--- config.mk ---
export PLATFORM = sky130hd
export DESIGN_NAME = cfg_port_device_flat
export DESIGN_NICKNAME = d
export VERILOG_FILES = /design/src/shared/cfg_port_pkg.sv /design/src/shared/cfg_link_if.sv /design/src/verilog/cfg_port_device.sv /design/src/flat_wrapper.sv
export SDC_FILE = /design/constraint.sdc
export NUM_CORES = 1
export LEC_CHECK = 0
export ABC_AREA = 1
export ABC_CLOCK_PERIOD_IN_PS = 8000
export BUFFER_PORTS_ARGS = -buffer_cell sky130_fd_sc_hd__buf_2
export CAP_MARGIN = 20
export CORE_MARGIN = 3
export CORE_UTILIZATION = 45
export CTS_BUF_LIST = sky130_fd_sc_hd__clkbuf_8
export CTS_CLUSTER_SIZE = 20
export DETAILED_ROUTE_END_ITERATION = 6
export PLACE_DENSITY_LB_ADDON = 0.12
export REMOVE_ABC_BUFFERS = 1
export SKIP_LAST_GASP = 1
export SLEW_MARGIN = 30
export SYNTH_ARGS = -nofsm -noshare
export SYNTH_HDL_FRONTEND = slang
export SYNTH_SLANG_ARGS = --single-unit
export TNS_END_PERCENT = 10
--- constraint.sdc ---
create_clock -name clock -period 8 [get_ports clock]
set_input_delay 2.4 -clock clock [delete_from_list [all_inputs] [get_ports clock]]
set_output_delay 2.4 -clock clock [all_outputs]
set_load 0.005 [all_outputs]
--- src/shared/cfg_port_pkg.sv ---
/*
 * constants shared by both ends of the three-wire configuration port:
 * frame layout, command codes, register indices and field positions.
 * assumes the host and device run on the same 200 MHz system clock domain family.
 */
package cfg_port_pkg;
   // ==========================================================
   // frame layout
   localparam int ADDR_BITS = 8;
   localparam int DATA_BITS = 16;
   localparam int FRAME_BITS = 24;
   localparam int ID_BYTES = 4;
   localparam logic [4:0] CNT_A4 = 5'h03; // address bit 4 is the fourth bit
   localparam logic [5:0] CNT_ID_LAST = 6'h20; // count at which the last id byte begins
   localparam logic [5:0] ID_FRAME_BITS = 6'h28;
   // ==========================================================
   // command field, address bits 6..4
   localparam logic [1:0] CMD_CTRL = 2'h0;
   localparam logic [1:0] CMD_ID = 2'h1;
   localparam logic [1:0] CMD_FIFO = 2'h2;
   localparam logic [2:0] CMD_PTR_RESET = 3'h6;
   localparam logic [2:0] CMD_CHIP_RESET = 3'h7;
   // ==========================================================
   // register map
   localparam logic [3:0] REG_PIN_CONTROL = 4'hd;
   localparam logic [3:0] REG_CALIBRATION = 4'he;
   localparam logic [3:0] REG_MODE_CONTROL = 4'hf;
   localparam logic [15:0] MODE_CONTROL_RESET = 16'h0000;
   localparam logic [15:0] PIN_CONTROL_RESET = 16'h0005;
   localparam logic [15:0] REG_RESET = 16'h0000;
   localparam logic [31:0] ID_RESET = 32'h0000_0000; // arbitrary neutral value
   // mode control and pin control bits
   localparam int MC_MEASURE = 0;
   localparam int MC_FB_CAL = 1;
   localparam int MC_OSC_CAL = 2;
   localparam int MC_TRX_EN = 3;
   localparam int MC_DIR = 4;
   localparam int MC_SYNTH = 5;
   localparam int MC_CHIP_ON = 6;
   localparam int MC_PKT_MODE = 7;
   localparam int MC_PKT_TEST = 8;
   localparam int MC_CRC_ERR = 9;
   localparam int MC_FEC_ERR = 10;
   localparam int PC_CLK_INV = 0;
   // tuning voltage status codes
   localparam logic [1:0] TV_LOW = 2'h0;
   localparam logic [1:0] TV_MID = 2'h1;
   localparam logic [1:0] TV_HIGH = 2'h3;
   // host serial clock divider: half period in system clocks (10 MHz max)
   localparam int SCK_HALF_NS = 50;
   localparam int CLOCK_NS = 5;
   localparam logic [3:0] SCK_HALF_CYCLES = 4'((SCK_HALF_NS + CLOCK_NS - 1) / CLOCK_NS);
endpackage

--- src/shared/cfg_link_if.sv ---
/*
 * the three-wire link between host and device.
 * assumes the bench resolves the shared data line from the two enables.
 */
`timescale 1ns/1ps
interface cfg_link_if;
   logic serial_select_n; // host drives, active low
   logic sck;             // host drives
   logic sdio_host_out;
   logic sdio_host_oe;
   logic sdio_dev_out;
   logic sdio_dev_oe;
   logic sdio_in;         // resolved line level, driven by bench
   modport device (input serial_select_n, input sck, input sdio_in,
                   output sdio_dev_out, output sdio_dev_oe);
   modport host (output serial_select_n, output sck, input sdio_in,
                 output sdio_host_out, output sdio_host_oe);
endinterface

--- src/verilog/cfg_port_device.sv ---
/*
 * device end of the three-wire configuration port with mode control and
 * calibration status. samples the link pins on its own clock.
 * assumes the host follows the frame format and keeps each sck phase >= 3 clocks.
 */
// What this block does
// - frame is 8 address then 16 data, msb first
// - sample data on rising sck edge
// - load register only after sixteenth data bit
// - registers kept through power down mode
// - read data driven, updated on falling edges
// - address bits 6..4 select the command
// - low four address bits pick register
// - bit seven set reads, clear writes
// - pointer reset zeroes tx or rx pointer
// - chip reset command restores all registers
// - id access moves four bytes, may stop early
// - measure bit starts adc, self clears in single mode
// - calibration bits start and self clear
// - report banks with pass fail flags
// - tuning status codes 00 01 11
// - five bit filter deviation reported
// - enable picks tx or rx, clears eop in packet mode
// - packet mode, chip and synth enables
// - test bit needs packet mode, clears eop
// - mode read adds crc and fec flags
// - pin control bit inverts serial clock
`timescale 1ns/1ps
module cfg_port_device (
   input wire logic clock, // system clock
   input wire logic rst, // synchronous, active high
   cfg_link_if.device link, // three-wire link
   input wire logic rx_state, // transceiver is receiving
   input wire logic measure_done, // adc measurement finished, pulse
   input wire logic measure_single, // adc in single mode
   input wire logic filter_cal_done, // filter calibration finished, pulse
   input wire logic osc_cal_done, // oscillator calibration finished, pulse
   input wire logic end_of_packet, // packet finished, pulse
   input wire logic [3:0] filter_bank_result, // chosen filter bank
   input wire logic filter_bank_fail, // 1 fail
   input wire logic [2:0] osc_bank_result, // chosen oscillator bank
   input wire logic osc_bank_fail, // 1 fail
   input wire logic tune_above_low, // tuning voltage above low threshold
   input wire logic tune_above_high, // tuning voltage above high threshold
   input wire logic [4:0] filter_cal_deviation, // distance from goal
   input wire logic checksum_error_flag, // crc error
   input wire logic correction_error_flag, // fec error
   output logic measure_start, // adc measurement request
   output logic measure_rssi, // 1 signal strength, 0 temperature
   output logic filter_bank_cal_start, // calibration request
   output logic osc_bank_cal_start, // calibration request
   output logic tx_active, // transmit state
   output logic rx_active, // receive state
   output logic synth_enable, // pll enable
   output logic chip_on, // chip enable
   output logic packet_mode_select, // 1 fifo packet mode
   output logic packet_test_mode, // fifo test mode
   output logic fifo_write, // tx fifo byte strobe, pulse
   output logic fifo_read, // rx fifo byte strobe, pulse
   output logic [7:0] fifo_wdata, // byte for tx fifo
   input wire logic [7:0] fifo_rdata, // byte from rx fifo
   output logic tx_ptr_reset, // pulse
   output logic rx_ptr_reset // pulse
);
   // ==========================================================
   // pin synchronisers; first stage read only by the second
   logic [1:0] sel_sync, sck_sync, sdi_sync;
   logic sck_q;
   always_ff @(posedge clock) begin
      sel_sync <= {sel_sync[0], link.serial_select_n};
      sck_sync <= {sck_sync[0], link.sck};
      sdi_sync <= {sdi_sync[0], link.sdio_in};
      sck_q <= sck_sync[1];
   end
   logic [15:0] regs [16];
   logic [31:0] id_code;
   logic clk_inv;
   assign clk_inv = regs[cfg_port_pkg::REG_PIN_CONTROL][cfg_port_pkg::PC_CLK_INV];
   // edge detection after optional inversion
   logic sck_now, sck_old, sck_rise, sck_fall, sel_n;
   assign sck_now = sck_sync[1] ^ clk_inv;
   assign sck_old = sck_q ^ clk_inv;
   assign sel_n = sel_sync[1];
   assign sck_rise = !sel_n && sck_now && !sck_old;
   assign sck_fall = !sel_n && !sck_now && sck_old;
   // ==========================================================
   // frame decode
   logic [5:0] bit_cnt;
   logic [7:0] addr;
   logic [15:0] shift_in;
   logic [15:0] shift_out;
   logic is_read, busy;
   assign is_read = addr[7];
   always_ff @(posedge clock) begin
      if (rst || sel_n) begin
         bit_cnt <= 6'h00;
      end else if (sck_rise) begin
         bit_cnt <= bit_cnt + 6'h01;
      end
   end
   // msb first shift of address then data
   always_ff @(posedge clock) begin
      if (rst) begin
         addr <= 8'h00;
         shift_in <= 16'h0000;
      end else if (sck_rise) begin
         if (bit_cnt < 6'(cfg_port_pkg::ADDR_BITS)) begin
            addr <= {addr[6:0], sdi_sync[1]};
         end
         shift_in <= {shift_in[14:0], sdi_sync[1]};
      end
   end
   // command decode, valid once the address byte is in
   logic [2:0] cmd;
   logic cmd_ctrl, cmd_id, cmd_fifo, addr_done;
   assign cmd = addr[6:4];
   assign addr_done = bit_cnt >= 6'(cfg_port_pkg::ADDR_BITS);
   assign cmd_ctrl = cmd[2:1] == cfg_port_pkg::CMD_CTRL;
   assign cmd_id = cmd[2:1] == cfg_port_pkg::CMD_ID;
   assign cmd_fifo = cmd[2:1] == cfg_port_pkg::CMD_FIFO;
   // bit four falls: count 4 done, address bits 7..4 known
   logic a4_fall, a4_reset, a4_ptr;
   assign a4_fall = sck_fall && bit_cnt == 6'h04;
   assign a4_reset = a4_fall && addr[2:0] == cfg_port_pkg::CMD_CHIP_RESET;
   assign a4_ptr = a4_fall && addr[2:0] == cfg_port_pkg::CMD_PTR_RESET;
   // end of data word and id byte boundaries
   logic word_done, byte_done;
   assign word_done = sck_rise && bit_cnt == 6'(cfg_port_pkg::FRAME_BITS - 1);
   assign byte_done = sck_rise && addr_done && bit_cnt[2:0] == 3'h7;
   always_ff @(posedge clock) begin
      if (rst) begin
         tx_ptr_reset <= 1'b0;
         rx_ptr_reset <= 1'b0;
      end else begin
         tx_ptr_reset <= a4_ptr && !addr[3];
         rx_ptr_reset <= a4_ptr && addr[3];
      end
   end
   // fifo byte strobes every eighth data bit
   always_ff @(posedge clock) begin
      if (rst) begin
         fifo_write <= 1'b0;
         fifo_read <= 1'b0;
         fifo_wdata <= 8'h00;
      end else begin
         fifo_write <= byte_done && cmd_fifo && !is_read;
         fifo_read <= sck_fall && addr_done && bit_cnt[2:0] == 3'h0 && cmd_fifo && is_read;
         if (byte_done) begin
            fifo_wdata <= {shift_in[6:0], sdi_sync[1]};
         end
      end
   end
   // id code: four bytes, byte zero first; ends itself after the fourth
   always_ff @(posedge clock) begin
      if (rst || a4_reset) begin
         id_code <= cfg_port_pkg::ID_RESET;
      end else if (byte_done && cmd_id && !is_read && bit_cnt < cfg_port_pkg::ID_FRAME_BITS) begin
         id_code <= {id_code[23:0], shift_in[6:0], sdi_sync[1]};
      end
   end
   // ==========================================================
   // control registers; only a power-up reset or chip reset clears them,
   // so a programmed power down keeps them
   logic mc_wr;
   assign mc_wr = word_done && cmd_ctrl && !is_read
      && addr[3:0] == cfg_port_pkg::REG_MODE_CONTROL;
   for (genvar r = 0; r < 16; r++) begin : g_reg
      if (r == cfg_port_pkg::REG_MODE_CONTROL) begin : g_mc
         logic [15:0] next_mc;
         always_comb begin
            next_mc = regs[r];
            if (measure_done && measure_single) next_mc[cfg_port_pkg::MC_MEASURE] = 1'b0;
            if (filter_cal_done) next_mc[cfg_port_pkg::MC_FB_CAL] = 1'b0;
            if (osc_cal_done) next_mc[cfg_port_pkg::MC_OSC_CAL] = 1'b0;
            if (end_of_packet && regs[r][cfg_port_pkg::MC_PKT_MODE]) begin
               next_mc[cfg_port_pkg::MC_TRX_EN] = 1'b0;
               next_mc[cfg_port_pkg::MC_PKT_TEST] = 1'b0;
            end
            // a host write in the same cycle wins: it is the newer request
            if (mc_wr) next_mc = {7'h00, shift_in[7:0], sdi_sync[1]};
         end
         always_ff @(posedge clock) begin
            if (rst || a4_reset) begin
               regs[r] <= cfg_port_pkg::MODE_CONTROL_RESET;
            end else begin
               regs[r] <= next_mc;
            end
         end
      end else begin : g_plain
         always_ff @(posedge clock) begin
            if (rst || a4_reset) begin
               regs[r] <= (r == cfg_port_pkg::REG_PIN_CONTROL) ?
                  cfg_port_pkg::PIN_CONTROL_RESET : cfg_port_pkg::REG_RESET;
            end else if (word_done && cmd_ctrl && !is_read && addr[3:0] == 4'(r)) begin
               regs[r] <= {shift_in[14:0], sdi_sync[1]};
            end
         end
      end
   end
   // ==========================================================
   // read-back values
   logic [1:0] tune_status;
   assign tune_status = tune_above_high ? cfg_port_pkg::TV_HIGH :
      (tune_above_low ? cfg_port_pkg::TV_MID : cfg_port_pkg::TV_LOW);
   logic [15:0] read_word;
   always_comb begin
      read_word = regs[addr[3:0]];
      if (addr[3:0] == cfg_port_pkg::REG_CALIBRATION) begin
         read_word = {filter_cal_deviation, tune_status, osc_bank_fail, osc_bank_result,
            filter_bank_fail, filter_bank_result};
      end else if (addr[3:0] == cfg_port_pkg::REG_MODE_CONTROL) begin
         read_word = {5'h00, correction_error_flag, checksum_error_flag,
            regs[cfg_port_pkg::REG_MODE_CONTROL][8:0]};
      end
   end
   // output shifter: loaded at the fall ending the address, shifted each fall
   always_ff @(posedge clock) begin
      if (rst) begin
         shift_out <= 16'h0000;
         busy <= 1'b0;
      end else if (sel_n) begin
         busy <= 1'b0;
      end else if (sck_fall && bit_cnt == 6'(cfg_port_pkg::ADDR_BITS)) begin
         busy <= is_read;
         shift_out <= cmd_id ? id_code[31:16] : (cmd_fifo ? {fifo_rdata, 8'h00} : read_word);
      end else if (sck_fall && bit_cnt > 6'(cfg_port_pkg::ADDR_BITS)) begin
         shift_out <= {shift_out[14:0], 1'b0};
         if (cmd_id && bit_cnt == 6'h18) shift_out <= id_code[15:0];
         if (cmd_fifo && bit_cnt[2:0] == 3'h0) shift_out <= {fifo_rdata, 8'h00};
         if (cmd_id && bit_cnt >= cfg_port_pkg::ID_FRAME_BITS) busy <= 1'b0;
         if (!cmd_id && !cmd_fifo && bit_cnt >= 6'(cfg_port_pkg::FRAME_BITS)) busy <= 1'b0;
      end
   end
   assign link.sdio_dev_out = shift_out[15];
   assign link.sdio_dev_oe = busy && !sel_n;
   // ==========================================================
   // mode outputs
   logic [15:0] mc;
   assign mc = regs[cfg_port_pkg::REG_MODE_CONTROL];
   assign measure_start = mc[cfg_port_pkg::MC_MEASURE];
   assign measure_rssi = rx_state;
   assign filter_bank_cal_start = mc[cfg_port_pkg::MC_FB_CAL];
   assign osc_bank_cal_start = mc[cfg_port_pkg::MC_OSC_CAL];
   assign tx_active = mc[cfg_port_pkg::MC_TRX_EN] && mc[cfg_port_pkg::MC_DIR];
   assign rx_active = mc[cfg_port_pkg::MC_TRX_EN] && !mc[cfg_port_pkg::MC_DIR];
   assign synth_enable = mc[cfg_port_pkg::MC_SYNTH];
   assign chip_on = mc[cfg_port_pkg::MC_CHIP_ON];
   assign packet_mode_select = mc[cfg_port_pkg::MC_PKT_MODE];
   assign packet_test_mode = mc[cfg_port_pkg::MC_PKT_TEST] && mc[cfg_port_pkg::MC_PKT_MODE];
endmodule

--- src/flat_wrapper.sv ---
// flat-port wrapper written by rule: the top's interface ports become plain ports
module cfg_port_device_flat 
  (clock, rst, rx_state, measure_done, measure_single, filter_cal_done, osc_cal_done, end_of_packet, filter_bank_result, filter_bank_fail, osc_bank_result, osc_bank_fail, tune_above_low, tune_above_high, filter_cal_deviation, checksum_error_flag, correction_error_flag, measure_start, measure_rssi, filter_bank_cal_start, osc_bank_cal_start, tx_active, rx_active, synth_enable, chip_on, packet_mode_select, packet_test_mode, fifo_write, fifo_read, fifo_wdata, fifo_rdata, tx_ptr_reset, rx_ptr_reset, link_serial_select_n, link_sck, link_sdio_in, link_sdio_dev_out, link_sdio_dev_oe);
  cfg_link_if link_i ();
  input wire logic clock;
  input wire logic rst;
  input wire logic rx_state;
  input wire logic measure_done;
  input wire logic measure_single;
  input wire logic filter_cal_done;
  input wire logic osc_cal_done;
  input wire logic end_of_packet;
  input wire logic [3:0] filter_bank_result;
  input wire logic filter_bank_fail;
  input wire logic [2:0] osc_bank_result;
  input wire logic osc_bank_fail;
  input wire logic tune_above_low;
  input wire logic tune_above_high;
  input wire logic [4:0] filter_cal_deviation;
  input wire logic checksum_error_flag;
  input wire logic correction_error_flag;
  output logic measure_start;
  output logic measure_rssi;
  output logic filter_bank_cal_start;
  output logic osc_bank_cal_start;
  output logic tx_active;
  output logic rx_active;
  output logic synth_enable;
  output logic chip_on;
  output logic packet_mode_select;
  output logic packet_test_mode;
  output logic fifo_write;
  output logic fifo_read;
  output logic [7:0] fifo_wdata;
  input wire logic [7:0] fifo_rdata;
  output logic tx_ptr_reset;
  output logic rx_ptr_reset;
  input wire logic [$bits(link_i.serial_select_n)-1:0] link_serial_select_n;
  input wire logic [$bits(link_i.sck)-1:0] link_sck;
  input wire logic [$bits(link_i.sdio_in)-1:0] link_sdio_in;
  output wire logic [$bits(link_i.sdio_dev_out)-1:0] link_sdio_dev_out;
  output wire logic [$bits(link_i.sdio_dev_oe)-1:0] link_sdio_dev_oe;
  assign link_i.serial_select_n = link_serial_select_n;
  assign link_i.sck = link_sck;
  assign link_i.sdio_in = link_sdio_in;
  assign link_sdio_dev_out = link_i.sdio_dev_out;
  assign link_sdio_dev_oe = link_i.sdio_dev_oe;
  cfg_port_device u_core (.clock(clock), .rst(rst), .link(link_i), .rx_state(rx_state), .measure_done(measure_done), .measure_single(measure_single), .filter_cal_done(filter_cal_done), .osc_cal_done(osc_cal_done), .end_of_packet(end_of_packet), .filter_bank_result(filter_bank_result), .filter_bank_fail(filter_bank_fail), .osc_bank_result(osc_bank_result), .osc_bank_fail(osc_bank_fail), .tune_above_low(tune_above_low), .tune_above_high(tune_above_high), .filter_cal_deviation(filter_cal_deviation), .checksum_error_flag(checksum_error_flag), .correction_error_flag(correction_error_flag), .measure_start(measure_start), .measure_rssi(measure_rssi), .filter_bank_cal_start(filter_bank_cal_start), .osc_bank_cal_start(osc_bank_cal_start), .tx_active(tx_active), .rx_active(rx_active), .synth_enable(synth_enable), .chip_on(chip_on), .packet_mode_select(packet_mode_select), .packet_test_mode(packet_test_mode), .fifo_write(fifo_write), .fifo_read(fifo_read), .fifo_wdata(fifo_wdata), .fifo_rdata(fifo_rdata), .tx_ptr_reset(tx_ptr_reset), .rx_ptr_reset(rx_ptr_reset));
endmodule
==> impl_metrics.json <==
{
  "overall_power_mw": 3.78,
  "via_count_of_the_first_global_routing_pass": 12539,
  "ys_ff_latch": 350,
  "hold_path_class": "flip-flop to flip-flop",
  "synthesis.yosys.warnings": 0,
  "max-vdd-ir-drop_v": 0.000147,
  "grt_overflow_total": 0,
  "initial_core_util_pct": 45.8,
  "timing.final.crit_share_pct": 60.0,
  "placeable_core_region_um2": 35700,
  "route.final.wire_length_um": 48200,
  "post-dp-hpwl_um": 31000,
  "vias_per_cell": 5.30,
  "pwr-share-seq_pct": 52.9,
  "critical_path_required_ns": 5.60,
  "clockBufferDepth": 3,
  "fillers": 3567,
  "maxClockFrequency_mhz": 208,
  "dr.first_iter.drc_count": 1250,
  "layout_cells_sized_above_1_pct": 8.65,
  "worst_setup_path_end_kind": "output pin",
  "grt_usage_pct": 24.8,
  "report.final.setup_viol": 0,
  "min_delay_worst_endpoint": "u_core.sel_sync[1]$_DFF_P_",
  "asyncSetResetFlopFracSynth_pct": 0,
  "rsz0062_at_grt": "false",
  "p_comb_share_pct": 7.8,
  "report.final.slew_viol_count": 0,
  "outcome": "finished, final reports clean",
  "min-delay-start": "u_core.sel_sync[0]$_DFF_P_",
  "cts_htree_levels": 2,
  "die_height_um": 197,
  "intPower_mw": 2.82,
  "cap_violations": 0,
  "path_max_fanout": 1,
  "hold_depth": 0,
  "max_slew.worst_pin.slew_ns": 1.03,
  "postSynthCellCount": 1980,
  "nNetsFinal": 2045,
  "worst_slew_margin_rel_pct": 31.2,
  "fin_ws_ns": 3.20,
  "flip_flop_and_latch_area_um2": 9420,
  "drt_first_pass_iters": 6,
  "finalInstanceArea_um2": 18000,
  "clk_latency_worst_skew_pair_ns": 0.63,
  "netSwitchingFraction_pct": 25.5,
  "post-route-drc-count": 0,
  "ports_placed_on_the_boundary": 61,
  "routability_congestion_estimate_from_global_placement": 0.875,
  "placed_area_um2": 16900,
  "power.net_switching_mw": 0.964,
  "power.clock.fraction_pct": 39.3,
  "cp-start-kind": "input port",
  "grt_start_max_net_pins": 88,
  "timing.rr.end": "u_core.shift_out[9]$_SDFFE_PP0P_",
  "post_synth_instance_area_um2": 16400,
  "netlist-cell-type-count": 29,
  "hold-worst-slack_ns": 0.327,
  "clkSinkCount": 350,
  "total_leakage_power_nw": 7.37,
  "clk_transition_reported_paths_ns": 0.05,
  "cts.repair.resized": 0,
  "post_cts_hold_buffer_count": 0,
  "antenna_left": 0,
  "grt_first_pass_wirelength_um": 72800,
  "place.port_buffers": 58,
  "worst_ep_arrival_time_ns": 2.40,
  "ff2ff_setup_slack_ns": 4.52,
  "power-per-cell-area_nw_per_um2": 210,
  "cts_setup_buffers": 0,
  "final_cell_count_no_fill": 2508,
  "synth_enable_flop_cells": 240,
  "timing.final.crit_period_ns": 4.80,
  "antenna_cells": 0,
  "dr_total_vias": 13280,
  "worst-r2r-cell-count": 14,
  "die-width_um": 197,
  "cts.root.buffer_cell": "sky130_fd_sc_hd__clkbuf_8",
  "synth.avg_cell_area_um2": 8.27,
  "worstSetupStartpoint": "rx_state",
  "multi_input_comb_area_um2": 5500,
  "count_of_standard_cell_rows": 69,
  "placement.setup.worst_slack_ns": 3.13,
  "setup.worst_path.class": "input port to output pin",
  "clock_skew_ns": 0.0181,
  "seq_area_frac_synth_pct": 57.5,
  "die-area_um2": 38700,
  "placedCellCount": 2401,
  "commonest_register_cell_after_synthesis": "sky130_fd_sc_hd__edfxtp_1",
  "antenna_found_initial": 0,
  "area_growth_syn_to_layout_pct": 9.90,
  "tritoncts.num_buffers": 60,
  "final_hold_vio_count": 0,
  "fin_tns_setup_ns": 0,
  "finalCoreUtilization_pct": 50.3,
  "post_drt_wl_per_cell_um": 19.2,
  "tritoncts": "built"
}
-- layout make-up --
| cell class | instances | share of cell area [%] |
|---|---|---|
| Clock buffer | 65 | 4.97 |
| Clock inverter | 42 | 1.06 |
| Inverter | 264 | 5.55 |
| Multi-Input combinational cell | 1252 | 30.6 |
| Sequential cell | 350 | 52.3 |
| Tap cell | 461 | 3.21 |
| Timing Repair Buffer | 74 | 2.30 |
-- power groups by stage --
stage               registers [mW]  clock network (mW)  logic (mW)
floorplan                     2.04                   0       0.168
finish                        2.00                1.49       0.295
global route                  2.01                1.59       0.323
CTS                           2.00                1.51       0.295
global placement              2.04                   0       0.293
detailed placement            2.04                   0       0.294
-- worst max path at each step --
stage / depth (start not counted) / endpoint
after global placement: 0 / measure_rssi
after detailed placement: 8 / u_core.regs[6][4]$_SDFFCE_PN0P_
after CTS: 0 / measure_rssi
final: 0 / measure_rssi
after floorplan: 13 / u_core.shift_out[11]$_SDFFE_PP0P_
after global routing: 0 / measure_rssi
-- flip-flops by register name (all words and copies together), names as in the netlist, 2 cells and up, named ones only --
name / flops
u_core.sck_sync: 2
u_core.bit_cnt: 6
u_core.regs: 249
u_core.shift_out: 16
u_core.shift_in: 15
u_core.sdi_sync: 2
u_core.sel_sync: 2
u_core.id_code: 32
u_core.fifo_wdata: 8
u_core.addr: 8
-- placed cells by master, fill, tap and decap left out, drive strengths merged --
| cell | count |
|---|---|
| o211ai | 12 |
| nor3 | 7 |
| clkbuf | 65 |
| xnor2 | 1 |
| or2 | 14 |
| ha | 6 |
| inv | 273 |
| nand2 | 439 |
| nand3 | 198 |
| nor4 | 3 |
| a22oi | 1 |
| dfxtp | 110 |
| nor2 | 319 |
| edfxtp | 240 |
| buf | 74 |
| a211oi | 8 |
| nand4 | 4 |
| bufinv | 1 |
| clkinv | 32 |
| xor2 | 1 |
| nand3b | 1 |
| a21oi | 128 |
| o21ai | 110 |
-- cells in the mapped netlist (all sizes together), types with 3 or more instances --
library cell / n / area share (%)
a211oi: 8 / 0.37
a21oi: 128 / 3.9
buf: 27 / 0.94
clkbuf: 87 / 2.0
clkinv: 12 / 0.28
dfxtp: 110 / 13
edfxtp: 240 / 44
ha: 6 / 0.46
inv: 252 / 5.8
nand2: 439 / 10
nand3: 198 / 6.1
nand4: 4 / 0.15
nor2: 319 / 7.4
nor3: 7 / 0.35
nor4: 3 / 0.11
o211ai: 12 / 0.55
o21ai: 110 / 3.4
or2: 14 / 0.54
-- layer usage --
metal / wire [um] / up-vias / part of all wire, % / global-route usage [%]
li1: - / 6423 / - / -
met2: 22200 / 471 / 46 / 39.0
met4: 1500 / 0 / 3.1 / 9.45
met5: 0 / - / 0 / 0
met3: 3280 / 92 / 6.8 / 3.85
met1: 21200 / 6294 / 44 / 35.0
-- cell families after synthesis --
logic type	synth area share, %
simple gates	24.7
buf+inv	8.99
flops	57.5
compound gates	8.24
fa+ha+maj	0.459
xor+xnor	0.107
Power figures use the tool's default switching activity.
